`src/cap_header_pkg.sv`:
```
package cap_header_pkg;

	// ****************************************
	// Register offsets
	// ****************************************
	localparam logic [11:0] capability_header_offset   = 12'h040;
	localparam logic [11:0] device_capabilities_offset = 12'h044;
	localparam logic [11:0] lock_control_offset        = 12'h080;

	// ****************************************
	// Fixed field values
	// ****************************************
	localparam logic [7:0] capability_identifier      = 8'h10;
	localparam logic [7:0] following_capability_link  = 8'h64;
	localparam logic [3:0] structure_version          = 4'h1;
	localparam logic [4:0] interrupt_message_number   = 5'h00;
	localparam logic [1:0] phantom_function_bits      = 2'h0;
	localparam logic       wide_tag_supported         = 1'b1;
	localparam logic [2:0] l0s_exit_latency_limit     = 3'h7;
	localparam logic [2:0] l1_exit_latency_limit      = 3'h7;

	// ****************************************
	// Reset values of loadable fields
	// ****************************************
	localparam logic [3:0] port_type_reset            = 4'h0;
	localparam logic       slot_present_reset         = 1'b0;
	localparam logic [2:0] largest_payload_reset      = 3'h4;
	localparam logic [2:0] indicator_presence_reset   = 3'h0;
	localparam logic       lock_open_reset            = 1'b0;

	// ****************************************
	// Field positions
	// ****************************************
	localparam int port_type_lsb       = 20;
	localparam int slot_present_bit    = 24;
	localparam int payload_lsb         = 0;
	localparam int button_present_bit  = 12;

	// AXI4-Lite responses
	localparam logic [1:0] resp_okay   = 2'h0;
	localparam logic [1:0] resp_slverr = 2'h2;

endpackage

```
`src/pcie_capability_header_regs.sv`:
```
// The AXI4-Lite interface to the registers was left to the implementer.
`timescale 1ns/10ps
`default_nettype none
module pcie_capability_header_regs
	import cap_header_pkg::*;
(
	input  wire logic        aclk,
	input  wire logic        aresetn,
	input  wire logic [11:0] s_axi_awaddr,
	input  wire logic        s_axi_awvalid,
	output var  logic        s_axi_awready,
	input  wire logic [31:0] s_axi_wdata,
	input  wire logic [3:0]  s_axi_wstrb,
	input  wire logic        s_axi_wvalid,
	output var  logic        s_axi_wready,
	output var  logic [1:0]  s_axi_bresp,
	output var  logic        s_axi_bvalid,
	input  wire logic        s_axi_bready,
	input  wire logic [11:0] s_axi_araddr,
	input  wire logic        s_axi_arvalid,
	output var  logic        s_axi_arready,
	output var  logic [31:0] s_axi_rdata,
	output var  logic [1:0]  s_axi_rresp,
	output var  logic        s_axi_rvalid,
	input  wire logic        s_axi_rready,
	input  wire logic        eeprom_load,
	input  wire logic [3:0]  eeprom_port_type,
	input  wire logic        eeprom_slot_present,
	input  wire logic [2:0]  eeprom_largest_payload,
	input  wire logic [2:0]  eeprom_indicator_presence,
	output var  logic        lock_open
);
	import cap_header_pkg::*;

	// Bus timing seen from a master:
	// - each ready pulses for one cycle, then rests for one cycle,
	//   and stays low while its write half is held or its read is answered
	// - a read answers on the edge after its address is taken
	// - a write answers one edge after both halves are held
	// - the answer stands until the master's ready is sampled high
	// One read, and one held write beside one answered write, at most
	// are in flight; a further address waits, which keeps the logic to plain flags and no queue.
	// EEPROM loads are level sensitive and win over software in the
	// same cycle, so a load held high masks every software write except to the lock control register.

	// ****************************************
	// Field storage
	// ****************************************
	logic [3:0]  port_type;
	logic        slot_present;
	logic [2:0]  largest_payload_supported;
	logic [2:0]  indicator_presence;   // {power, attention ind, attention btn}

	// ****************************************
	// Write channel holding
	// ****************************************
	logic        aw_held;
	logic        w_held;
	logic [11:0] aw_addr;
	logic [31:0] w_data;
	logic [3:0]  w_strb;

	// ****************************************
	// Write decode
	// ****************************************
	wire aw_take = s_axi_awvalid & s_axi_awready;
	wire w_take  = s_axi_wvalid & s_axi_wready;
	wire write_go = aw_held & w_held & ~s_axi_bvalid;
	wire [11:0] wr_word = {aw_addr[11:2], 2'b00};
	wire hit_header = (wr_word == capability_header_offset);
	wire hit_devcap = (wr_word == device_capabilities_offset);
	wire hit_lock   = (wr_word == lock_control_offset);
	wire wr_mapped  = hit_header | hit_devcap | hit_lock;
	// Software may touch loadable fields only while the lock is open
	wire sw_header  = write_go & hit_header & lock_open;
	wire sw_devcap  = write_go & hit_devcap & lock_open;
	// Byte enables per field; the lock itself is never locked
	wire wr_port_type_en = sw_header & w_strb[2];
	wire wr_slot_en      = sw_header & w_strb[3];
	wire wr_payload_en   = sw_devcap & w_strb[0];
	wire wr_lock_en      = write_go & hit_lock & w_strb[0];

	// ****************************************
	// Write handshake
	// ****************************************
	// Channel handshakes, either order, one write held at a time
	always_ff @(posedge aclk) begin
		if (!aresetn) begin
			aw_held       <= 1'b0;
			w_held        <= 1'b0;
			s_axi_awready <= 1'b0;
			s_axi_wready  <= 1'b0;
			aw_addr       <= 12'h000;
			w_data        <= 32'h0000_0000;
			w_strb        <= 4'h0;
		end else begin
			s_axi_awready <= ~aw_held & ~aw_take & ~s_axi_awready;
			s_axi_wready  <= ~w_held & ~w_take & ~s_axi_wready;
			if (aw_take) begin
				aw_held <= 1'b1;
				aw_addr <= s_axi_awaddr;
			end else if (write_go) begin
				aw_held <= 1'b0;
			end
			if (w_take) begin
				w_held <= 1'b1;
				w_data <= s_axi_wdata;
				w_strb <= s_axi_wstrb;
			end else if (write_go) begin
				w_held <= 1'b0;
			end
		end
	end

	// Write response follows both halves
	always_ff @(posedge aclk) begin
		if (!aresetn) begin
			s_axi_bvalid <= 1'b0;
			s_axi_bresp  <= resp_okay;
		end else if (write_go) begin
			s_axi_bvalid <= 1'b1;
			s_axi_bresp  <= wr_mapped ? resp_okay : resp_slverr;
		end else if (s_axi_bready) begin
			s_axi_bvalid <= 1'b0;
		end
	end

	// ****************************************
	// Register updates
	// ****************************************
	// Lock control register, bit 0 opens the lock
	always_ff @(posedge aclk) begin
		if (!aresetn) begin
			lock_open <= lock_open_reset;
		end else if (wr_lock_en) begin
			lock_open <= w_data[0];
		end
	end

	// Header loadable fields; EEPROM load wins and ignores the lock
	always_ff @(posedge aclk) begin
		if (!aresetn) begin
			port_type    <= port_type_reset;
			slot_present <= slot_present_reset;
		end else if (eeprom_load) begin
			port_type    <= eeprom_port_type;
			slot_present <= eeprom_slot_present;
		end else begin
			if (wr_port_type_en) begin
				port_type <= w_data[port_type_lsb +: 4];
			end
			if (wr_slot_en) begin
				slot_present <= w_data[slot_present_bit];
			end
		end
	end

	// Device capability fields; indicator bits have no software path
	always_ff @(posedge aclk) begin
		if (!aresetn) begin
			largest_payload_supported <= largest_payload_reset;
			indicator_presence        <= indicator_presence_reset;
		end else if (eeprom_load) begin
			largest_payload_supported <= eeprom_largest_payload;
			indicator_presence        <= eeprom_indicator_presence;
		end else if (wr_payload_en) begin
			largest_payload_supported <= w_data[payload_lsb +: 3];
		end
	end

	// ****************************************
	// Read path
	// ****************************************
	// Header fields, one named wire per field so that a field can be
	// probed on its own and the word assembly below stays readable
	wire [7:0]  rd_capability_identifier;
	wire [7:0]  rd_following_link;
	wire [3:0]  rd_structure_version;
	wire [3:0]  rd_port_type;
	wire        rd_slot_present;
	wire [4:0]  rd_message_number;
	wire [1:0]  rd_header_reserved;

	// Fixed fields come straight from the package constants
	assign rd_capability_identifier = capability_identifier;
	assign rd_following_link        = following_capability_link;
	assign rd_structure_version     = structure_version;
	assign rd_message_number        = interrupt_message_number;
	// Reserved bits are tied low; nothing is stored behind them
	assign rd_header_reserved       = 2'b00;

	// Loadable fields read back whatever was last stored
	assign rd_port_type             = port_type;
	assign rd_slot_present          = slot_present;

	// Device capability fields
	wire [2:0]  rd_payload_code;
	wire [1:0]  rd_phantom_bits;
	wire        rd_wide_tag;
	wire [2:0]  rd_l0s_limit;
	wire [2:0]  rd_l1_limit;
	wire        rd_button_present;
	wire        rd_attention_present;
	wire        rd_power_present;
	wire [16:0] rd_devcap_reserved;

	// Constant and stored capability fields
	assign rd_payload_code      = largest_payload_supported;
	assign rd_phantom_bits      = phantom_function_bits;
	assign rd_wide_tag          = wide_tag_supported;
	// Latency limits report the all-ones code, not a measured time
	assign rd_l0s_limit         = l0s_exit_latency_limit;
	assign rd_l1_limit          = l1_exit_latency_limit;
	// Presence bits have no write path; only a load moves them
	assign rd_button_present    = indicator_presence[0];
	assign rd_attention_present = indicator_presence[1];
	assign rd_power_present     = indicator_presence[2];
	assign rd_devcap_reserved   = 17'h00000;

	// ****************************************
	// Word assembly
	// ****************************************
	wire [31:0] header_word;
	wire [31:0] devcap_word;

	// Header word, most significant field first
	assign header_word = {
		rd_header_reserved,
		rd_message_number,
		rd_slot_present,
		rd_port_type,
		rd_structure_version,
		rd_following_link,
		rd_capability_identifier
	};

	// Device capabilities word, most significant field first
	assign devcap_word = {
		rd_devcap_reserved,
		rd_power_present,
		rd_attention_present,
		rd_button_present,
		rd_l1_limit,
		rd_l0s_limit,
		rd_wide_tag,
		rd_phantom_bits,
		rd_payload_code
	};

	// ****************************************
	// Read decode
	// ****************************************
	wire [11:0] rd_word;
	wire        rd_header;
	wire        rd_devcap;
	wire        rd_lock;
	wire        rd_mapped;
	wire [31:0] lock_word;
	wire [31:0] rd_value;

	// Low address bits never select; each register is one word
	assign rd_word   = {s_axi_araddr[11:2], 2'b00};
	assign rd_header = (rd_word == capability_header_offset);
	assign rd_devcap = (rd_word == device_capabilities_offset);
	assign rd_lock   = (rd_word == lock_control_offset);
	assign rd_mapped = rd_header | rd_devcap | rd_lock;
	// Lock state sits alone in bit 0 of its word
	assign lock_word = {31'h00000000, lock_open};
	// Unmapped words read zero and answer with an error
	assign rd_value  = rd_header ? header_word :
		rd_devcap ? devcap_word :
		rd_lock ? lock_word : 32'h0000_0000;

	// ****************************************
	// Read handshake
	// ****************************************
	wire ar_take = s_axi_arvalid & s_axi_arready;

	// One read at a time; address accepted only when no data pending
	always_ff @(posedge aclk) begin
		if (!aresetn) begin
			s_axi_arready <= 1'b0;
			s_axi_rvalid  <= 1'b0;
			s_axi_rdata   <= 32'h0000_0000;
			s_axi_rresp   <= resp_okay;
		end else begin
			s_axi_arready <= ~s_axi_rvalid & ~ar_take & ~s_axi_arready;
			if (ar_take) begin
				s_axi_rvalid <= 1'b1;
				s_axi_rdata  <= rd_value;
				s_axi_rresp  <= rd_mapped ? resp_okay : resp_slverr;
			end else if (s_axi_rready) begin
				s_axi_rvalid <= 1'b0;
			end
		end
	end

endmodule // pcie_capability_header_regs
`default_nettype wire

```
`config.mk`:
```
export PLATFORM = sky130hd
export DESIGN_NAME = pcie_capability_header_regs
export DESIGN_NICKNAME = d
export VERILOG_FILES = /design/src/cap_header_pkg.sv /design/src/pcie_capability_header_regs.sv
export SDC_FILE = /design/constraint.sdc
export NUM_CORES = 1
export LEC_CHECK = 0
export ABC_AREA = 1
export BUFFER_PORTS_ARGS = -buffer_cell sky130_fd_sc_hd__buf_2
export CORE_MARGIN = 2
export CORE_UTILIZATION = 46
export CTS_CLUSTER_DIAMETER = 100
export CTS_CLUSTER_SIZE = 30
export DETAILED_ROUTE_END_ITERATION = 10
export GPL_TIMING_DRIVEN = 0
export PLACE_DENSITY = 0.79
export SETUP_SLACK_MARGIN = 0.5
export SYNTH_ARGS = -nofsm -noshare
export SYNTH_HDL_FRONTEND = slang
export SYNTH_SLANG_ARGS = --single-unit
```
`constraint.sdc`:
```
create_clock -name aclk -period 1.33 [get_ports aclk]
set_input_delay 0.1995 -clock aclk [delete_from_list [all_inputs] [get_ports aclk]]
set_output_delay 0.1995 -clock aclk [all_outputs]
set_load 0.01 [all_outputs]
```
Yosys cells after proc, flatten, opt, wreduce, memory -nomap -nowiden

Cells that the tools add are included.

Register bits after elaboration: 96
Output and inout bits: 42
Input port bits: 79
Logic and storage cells: 83

Equal/unequal tests: 6
Bitwise operators: 34
Multiplexer cells: 18
Reductions and logical operators: 7

Operators by type and width:

| cell                                                                    | number |
|---|---|
| 10-bit by 5-bit equality test with 1-bit output (second input constant) | 4 |
| 25-bit 2-to-1 mux                                                       | 1 |
| 1-bit bitwise AND                                                       | 20 |
| 10-bit by 6-bit equality test with 1-bit output (second input constant) | 2 |
| 15-bit 2-to-1 mux                                                       | 1 |
| 2-bit nonzero test                                                      | 7 |
| 1-bit 2-to-1 mux                                                        | 10 |
| 1-bit NOT                                                               | 10 |
| 4-bit 2-to-1 mux                                                        | 2 |
| 3-bit 2-to-1 mux                                                        | 2 |
| 2-bit 2-to-1 mux                                                        | 2 |
| 1-bit OR                                                                | 4 |

Depth between registers and ports, before layout

Word-level depth: 7
Mapped depth: 9
Mapped depth without buffers: 9

Worst setup path before layout

OpenSTA, ideal clock, no wires.

Path kind: reg2reg
Start: register s_axi_bvalid
End: register port_type[2]
Required time: 1.217 ns
Path buffers: 0
Clock period less this slack: 1.150 ns
Slack: 0.180 ns
Arrival time: 1.037 ns
Setup time: 0.113 ns
Stages on the path, launching flop included: 9
Cell sequence: dfxtp_1 -> inv_1 -> nand3_4 -> nor2_4 -> nand4_4 -> nand2_2 -> inv_1 -> nor2_1 -> nor2_1

Word-level cells in the longest chain between the ends: 6

Ends and longest elaborated chain:

| item                                | RTL line                           | source |
|---|---|---|
| start, declared                     | pcie_capability_header_regs.sv:17  | `output var logic s_axi_bvalid,` |
| start signal, assigned              | pcie_capability_header_regs.sv:118 | `s_axi_bvalid <= 1'b0;` |
| start signal, assigned              | pcie_capability_header_regs.sv:121 | `s_axi_bvalid <= 1'b1;` |
| start signal, assigned              | pcie_capability_header_regs.sv:124 | `s_axi_bvalid <= 1'b0;` |
| 1-bit NOT                           | pcie_capability_header_regs.sv:68  | `wire write_go = aw_held & w_held & ~s_axi_bvalid;` |
| 1-bit bitwise AND                   | pcie_capability_header_regs.sv:68  |  |
| 1-bit bitwise AND (2 in a row)      | pcie_capability_header_regs.sv:75  | `wire sw_header = write_go & hit_header & lock_open;` |
| 1-bit bitwise AND                   | pcie_capability_header_regs.sv:78  | `wire wr_port_type_en = sw_header & w_strb[2];` |
| 2-bit nonzero test (no source line) | -                                  |  |
| end signal, assigned                | pcie_capability_header_regs.sv:143 | `port_type <= port_type_reset;` |
| end signal, assigned                | pcie_capability_header_regs.sv:146 | `port_type <= eeprom_port_type;` |
| end signal, assigned                | pcie_capability_header_regs.sv:150 | `port_type <= w_data[port_type_lsb +: 4];` |
| end, declared                       | pcie_capability_header_regs.sv:49  | `logic [3:0] port_type;` |

No other way between the ends.
A chain may end at the register's enable or synchronous reset.

Worst setup path after layout

Start: register aw_addr[6]
End: register largest_payload_supported[0]

Word-level cells in the longest chain between the ends: 5

Ends and longest elaborated chain:

| item                                            | RTL line                           | source |
|---|---|---|
| start, declared                                 | pcie_capability_header_regs.sv:59  | `logic [11:0] aw_addr;` |
| start signal, assigned                          | pcie_capability_header_regs.sv:101 | `aw_addr <= s_axi_awaddr;` |
| 10-bit by 5-bit equality test with 1-bit output | pcie_capability_header_regs.sv:71  | `wire hit_devcap = (wr_word == device_capabilities_offset);` |
| 1-bit bitwise AND (2 in a row)                  | pcie_capability_header_regs.sv:76  | `wire sw_devcap = write_go & hit_devcap & lock_open;` |
| 1-bit bitwise AND                               | pcie_capability_header_regs.sv:80  | `wire wr_payload_en = sw_devcap & w_strb[0];` |
| 2-bit nonzero test (no source line)             | -                                  |  |
| end signal, assigned                            | pcie_capability_header_regs.sv:161 | `largest_payload_supported <= largest_payload_reset;` |
| end signal, assigned                            | pcie_capability_header_regs.sv:164 | `largest_payload_supported <= eeprom_largest_payload;` |
| end signal, assigned                            | pcie_capability_header_regs.sv:167 | `largest_payload_supported <= w_data[payload_lsb +: 3];` |
| end, declared                                   | pcie_capability_header_regs.sv:51  | `logic [2:0] largest_payload_supported;` |

No other way between the ends.

==> flow_metrics.py <==
metrics = {
    "outcome": {
        "outcome": "finished clean",
    },
    "power": {
        "p_leak_nw": 1.898,
        "combinationalPowerShare_pct": 22.4,
        "p_per_area_nw_per_um2": 842.6,
        "peakVddDrop_mv": 0.6302,
        "intPower_w": 0.002566,
        "total_power_w": 0.003616,
        "power.switching_w": 0.001050,
        "p_seq_share_pct": 51.0,
        "clkPwrFrac_pct": 26.7,
        "swShare_pct": 29.04,
    },
    "clocking": {
        "cts_sinks": 56,
        "clkTransAtPathRegs_ps": 100,
        "cts_made_buffers": 5,
        "ctsRootBufferMaster": "clkbuf_8",
        "cts_buffer_depth": 2,
        "ctsHoldBuffers": 0,
        "clk_latency_ps": 320,
        "h-tree-depth": 2,
        "cts_tree": "yes",
    },
    "global_routing": {
        "grt_pass1_wl_mm": 11.78,
        "grt_util_all_layers_pct": 24.18,
        "grt_antenna_before_repair": 0,
        "grt_start_max_net_pins": 16,
        "grt_overflow": 0,
        "grt_pass1_vias": 2570,
    },
    "yosys": {
        "synth.cell_area_um2": 2567,
        "synth_mux_area_share_pct": 0,
        "synth_top_family_by_area": "simple AND/OR/NAND/NOR gates",
        "synth_xor_area_share_pct": 0,
        "synthSimpleGateAreaFrac_pct": 29.92,
        "synth_edf_count": 0,
        "synthAdderAreaFrac_pct": 0,
        "ys.flop_type": "dfxtp_1",
        "synthArstFlopShare_pct": 0,
        "ys_warn_count": 0,
        "ys_types": 28,
        "synth_cells": 336,
        "syn_area_per_cell_um2": 7.641,
        "synth-seq-area-share_pct": 43.66,
        "ys_ff_latch": 56,
        "synth_compound_area_share_pct": 13.11,
    },
    "place": {
        "portBuffers": 77,
        "dp_slack_ps": 77.15,
        "place_hpwl_mm": 4.387,
        "gp_congestion": 0.8410,
    },
    "timing": {
        "slew_headroom_pct": 59.25,
        "fmax_mhz": 810.1,
        "fin_crit_sh_pct": 92.82,
        "whs_ps": 118.4,
        "tns_ps": 0,
        "setup_slack_ps": 95.56,
        "worst_pin_slew_ps": 611.3,
        "slew_viol_final": 0,
        "finClkSkew_ps": 11.98,
        "setup_violations": 0,
        "fin_crit_ps": 1234,
        "rsz0062_at_grt": "true",
        "hold_viol": 0,
    },
    "routing": {
        "post-route-drc-count": 0,
        "wl_per_cell_um": 15.67,
        "first_iter_violations": 147,
        "ant_nets": 0,
        "drt-total-wl_mm": 8.476,
        "dr.pass1.iters": 4,
        "viasPerCell": 5.094,
        "vias": 2756,
    },
    "setup_path": {
        "cp-end-kind": "register",
        "critical_path_class": "register to register",
        "critPathMostFrequentCell": "nor2_4",
        "worstPathArrival_ps": 1480,
        "crit_fanout": 4,
        "path_cells": "inv_2, nor2_4, nand3_2, nor2_4, nand2_4, nand2_2, nand2_1, a21oi_1",
        "critPathRequiredTime_ps": 1580,
        "start_kind": "register",
        "cp_slowest_cell": "dfxtp_1",
        "max_stage_delay_ps": 340,
    },
    "finish": {
        "fill_cells": 344,
        "diodes": 0,
        "layout_commonest_cell": "buf_2",
        "syn_to_final_growth_pct": 67.15,
        "post-route-util_pct": 78.91,
        "drive_above_1_share_pct": 59.91,
        "layout_common_cells": "buf_2, buf_6, nand2_1",
        "seq_area_um2": 1167,
        "multiInputGateArea_um2": 1593,
        "nets": 547,
    },
    "floorplan": {
        "fp.dieW_um": 78.71,
        "die_h_um": 78.71,
        "start_util_pct": 47.20,
        "core-area_um2": 5439,
        "rows": 27,
        "io-pin-count": 121,
        "die_area_um2": 6195,
    },
    "flow_run": {
        "maxCapViolCount": 0,
    },
    "min_path": {
        "min-delay-path-class": "input port to register",
    },
}
stage by stage:
step | cell area (µm²) | std cells
floorplan | 2713 | 349
global placement | 3188 | 498
detailed placement | 3188 | 498
CTS | 3918 | 526
global route | 4292 | 541
finish | 4292 | 541
cells by family (layout without fill, tap and decap cells):
family                 after synthesis  count (layout)
AND/OR/NAND/NOR                    156             158
buffers and inverters               61             179
flip-flops                          56              56
AO/OA/AOI/OAI                       62              62
other                                1              14
area by class of cell:
type                    count  share of cell area, %
plain buffers              32                  7.259
multi-input cells         234                  37.11
inverters                  29                  3.090
well taps                  72                  2.099
flip-flops and latches     56                  27.20
clock buffers               8                  2.099
repair buffers            110                  21.14
cell usage after synthesis, types with 4 or more instances:
cell      count  area [µm²]
o21ai_0      30       150.1
nor3_1        4       20.02
nand2_1      52       195.2
nand3_1      12       60.06
nand4_1       8       50.05
clkbuf_1      4       15.01
buf_4        21       157.7
nand2_2       5       31.28
a21oi_2       7       61.31
a21oi_1      25       125.1
nand3_2       5       50.05
nor2_2        4       25.02
inv_1        27       101.4
buf_2         4       20.02
dfxtp_1      56        1121
nor2_1       53       198.9
routing by layer:
metal	global-route usage, %	share of wire (%)	up-vias
met3	4.773	5.0	23
met4	8.421	3.2	0
met2	44.10	53	110
met5	0	0	-
met1	28.08	39	1293
li1	-	-	1330
flip-flops by register name, indices dropped and copies added, names as in the netlist:
register / flops
w_strb: 3
s_axi_rresp: 1
port_type: 4
s_axi_bresp: 1
s_axi_awready: 1
w_held: 1
largest_payload_supported: 3
w_data: 8
s_axi_bvalid: 1
s_axi_rdata: 14
rd_slot_present: 1
lock_open: 1
s_axi_wready: 1
s_axi_arready: 1
s_axi_rvalid: 1
indicator_presence: 3
aw_held: 1
aw_addr: 10
critical path, delay by kind of cell, from the launching register on:
kind	cells	cell delay, ps
simple gates	6	630
flops	1	340
buf+inv	1	60
compound gates	1	140
power groups by stage:
stage | clock [W] | combinational [W] | sequential, W
4_1_cts | 0.000971 | 0.000663 | 0.00183
5_1_grt | 0.00103 | 0.000874 | 0.00185
2_1_floorplan | 0 | 0.000328 | 0.00186
3_3_place_gp | 0 | 0.000486 | 0.00186
6_report | 0.000965 | 0.000808 | 0.00184
3_5_place_dp | 0 | 0.000494 | 0.00186
worst paths after layout:
| path | start | endpoint | slack (ps) | depth (start not counted) |
|---|---|---|---|---|
| setup / recovery | aw_addr[6]$_SDFFE_PN0P_ | largest_payload_supported[0]$_SDFFE_PN0P_ | 100 | 8 |
| hold reg to reg | s_axi_awready$_SDFF_PN0_ | s_axi_awready$_SDFF_PN0_ | 450 | 1 |
| hold / removal | s_axi_wdata[21] | w_data[21]$_SDFFE_PN0P_ | 120 | 3 |
| setup reg to reg | aw_addr[6]$_SDFFE_PN0P_ | largest_payload_supported[0]$_SDFFE_PN0P_ | 100 | 8 |
repair_timing:
action | CTS | global route
resized for setup | 122 | 67
setup buffers | 14 | 15
endpoints found under the hold margin | 0 | 0
pin swaps | 27 | 30
gates cloned | 6 | 0
endpoints found under the setup margin | 64 | 80
Power figures use the tool's default switching activity.
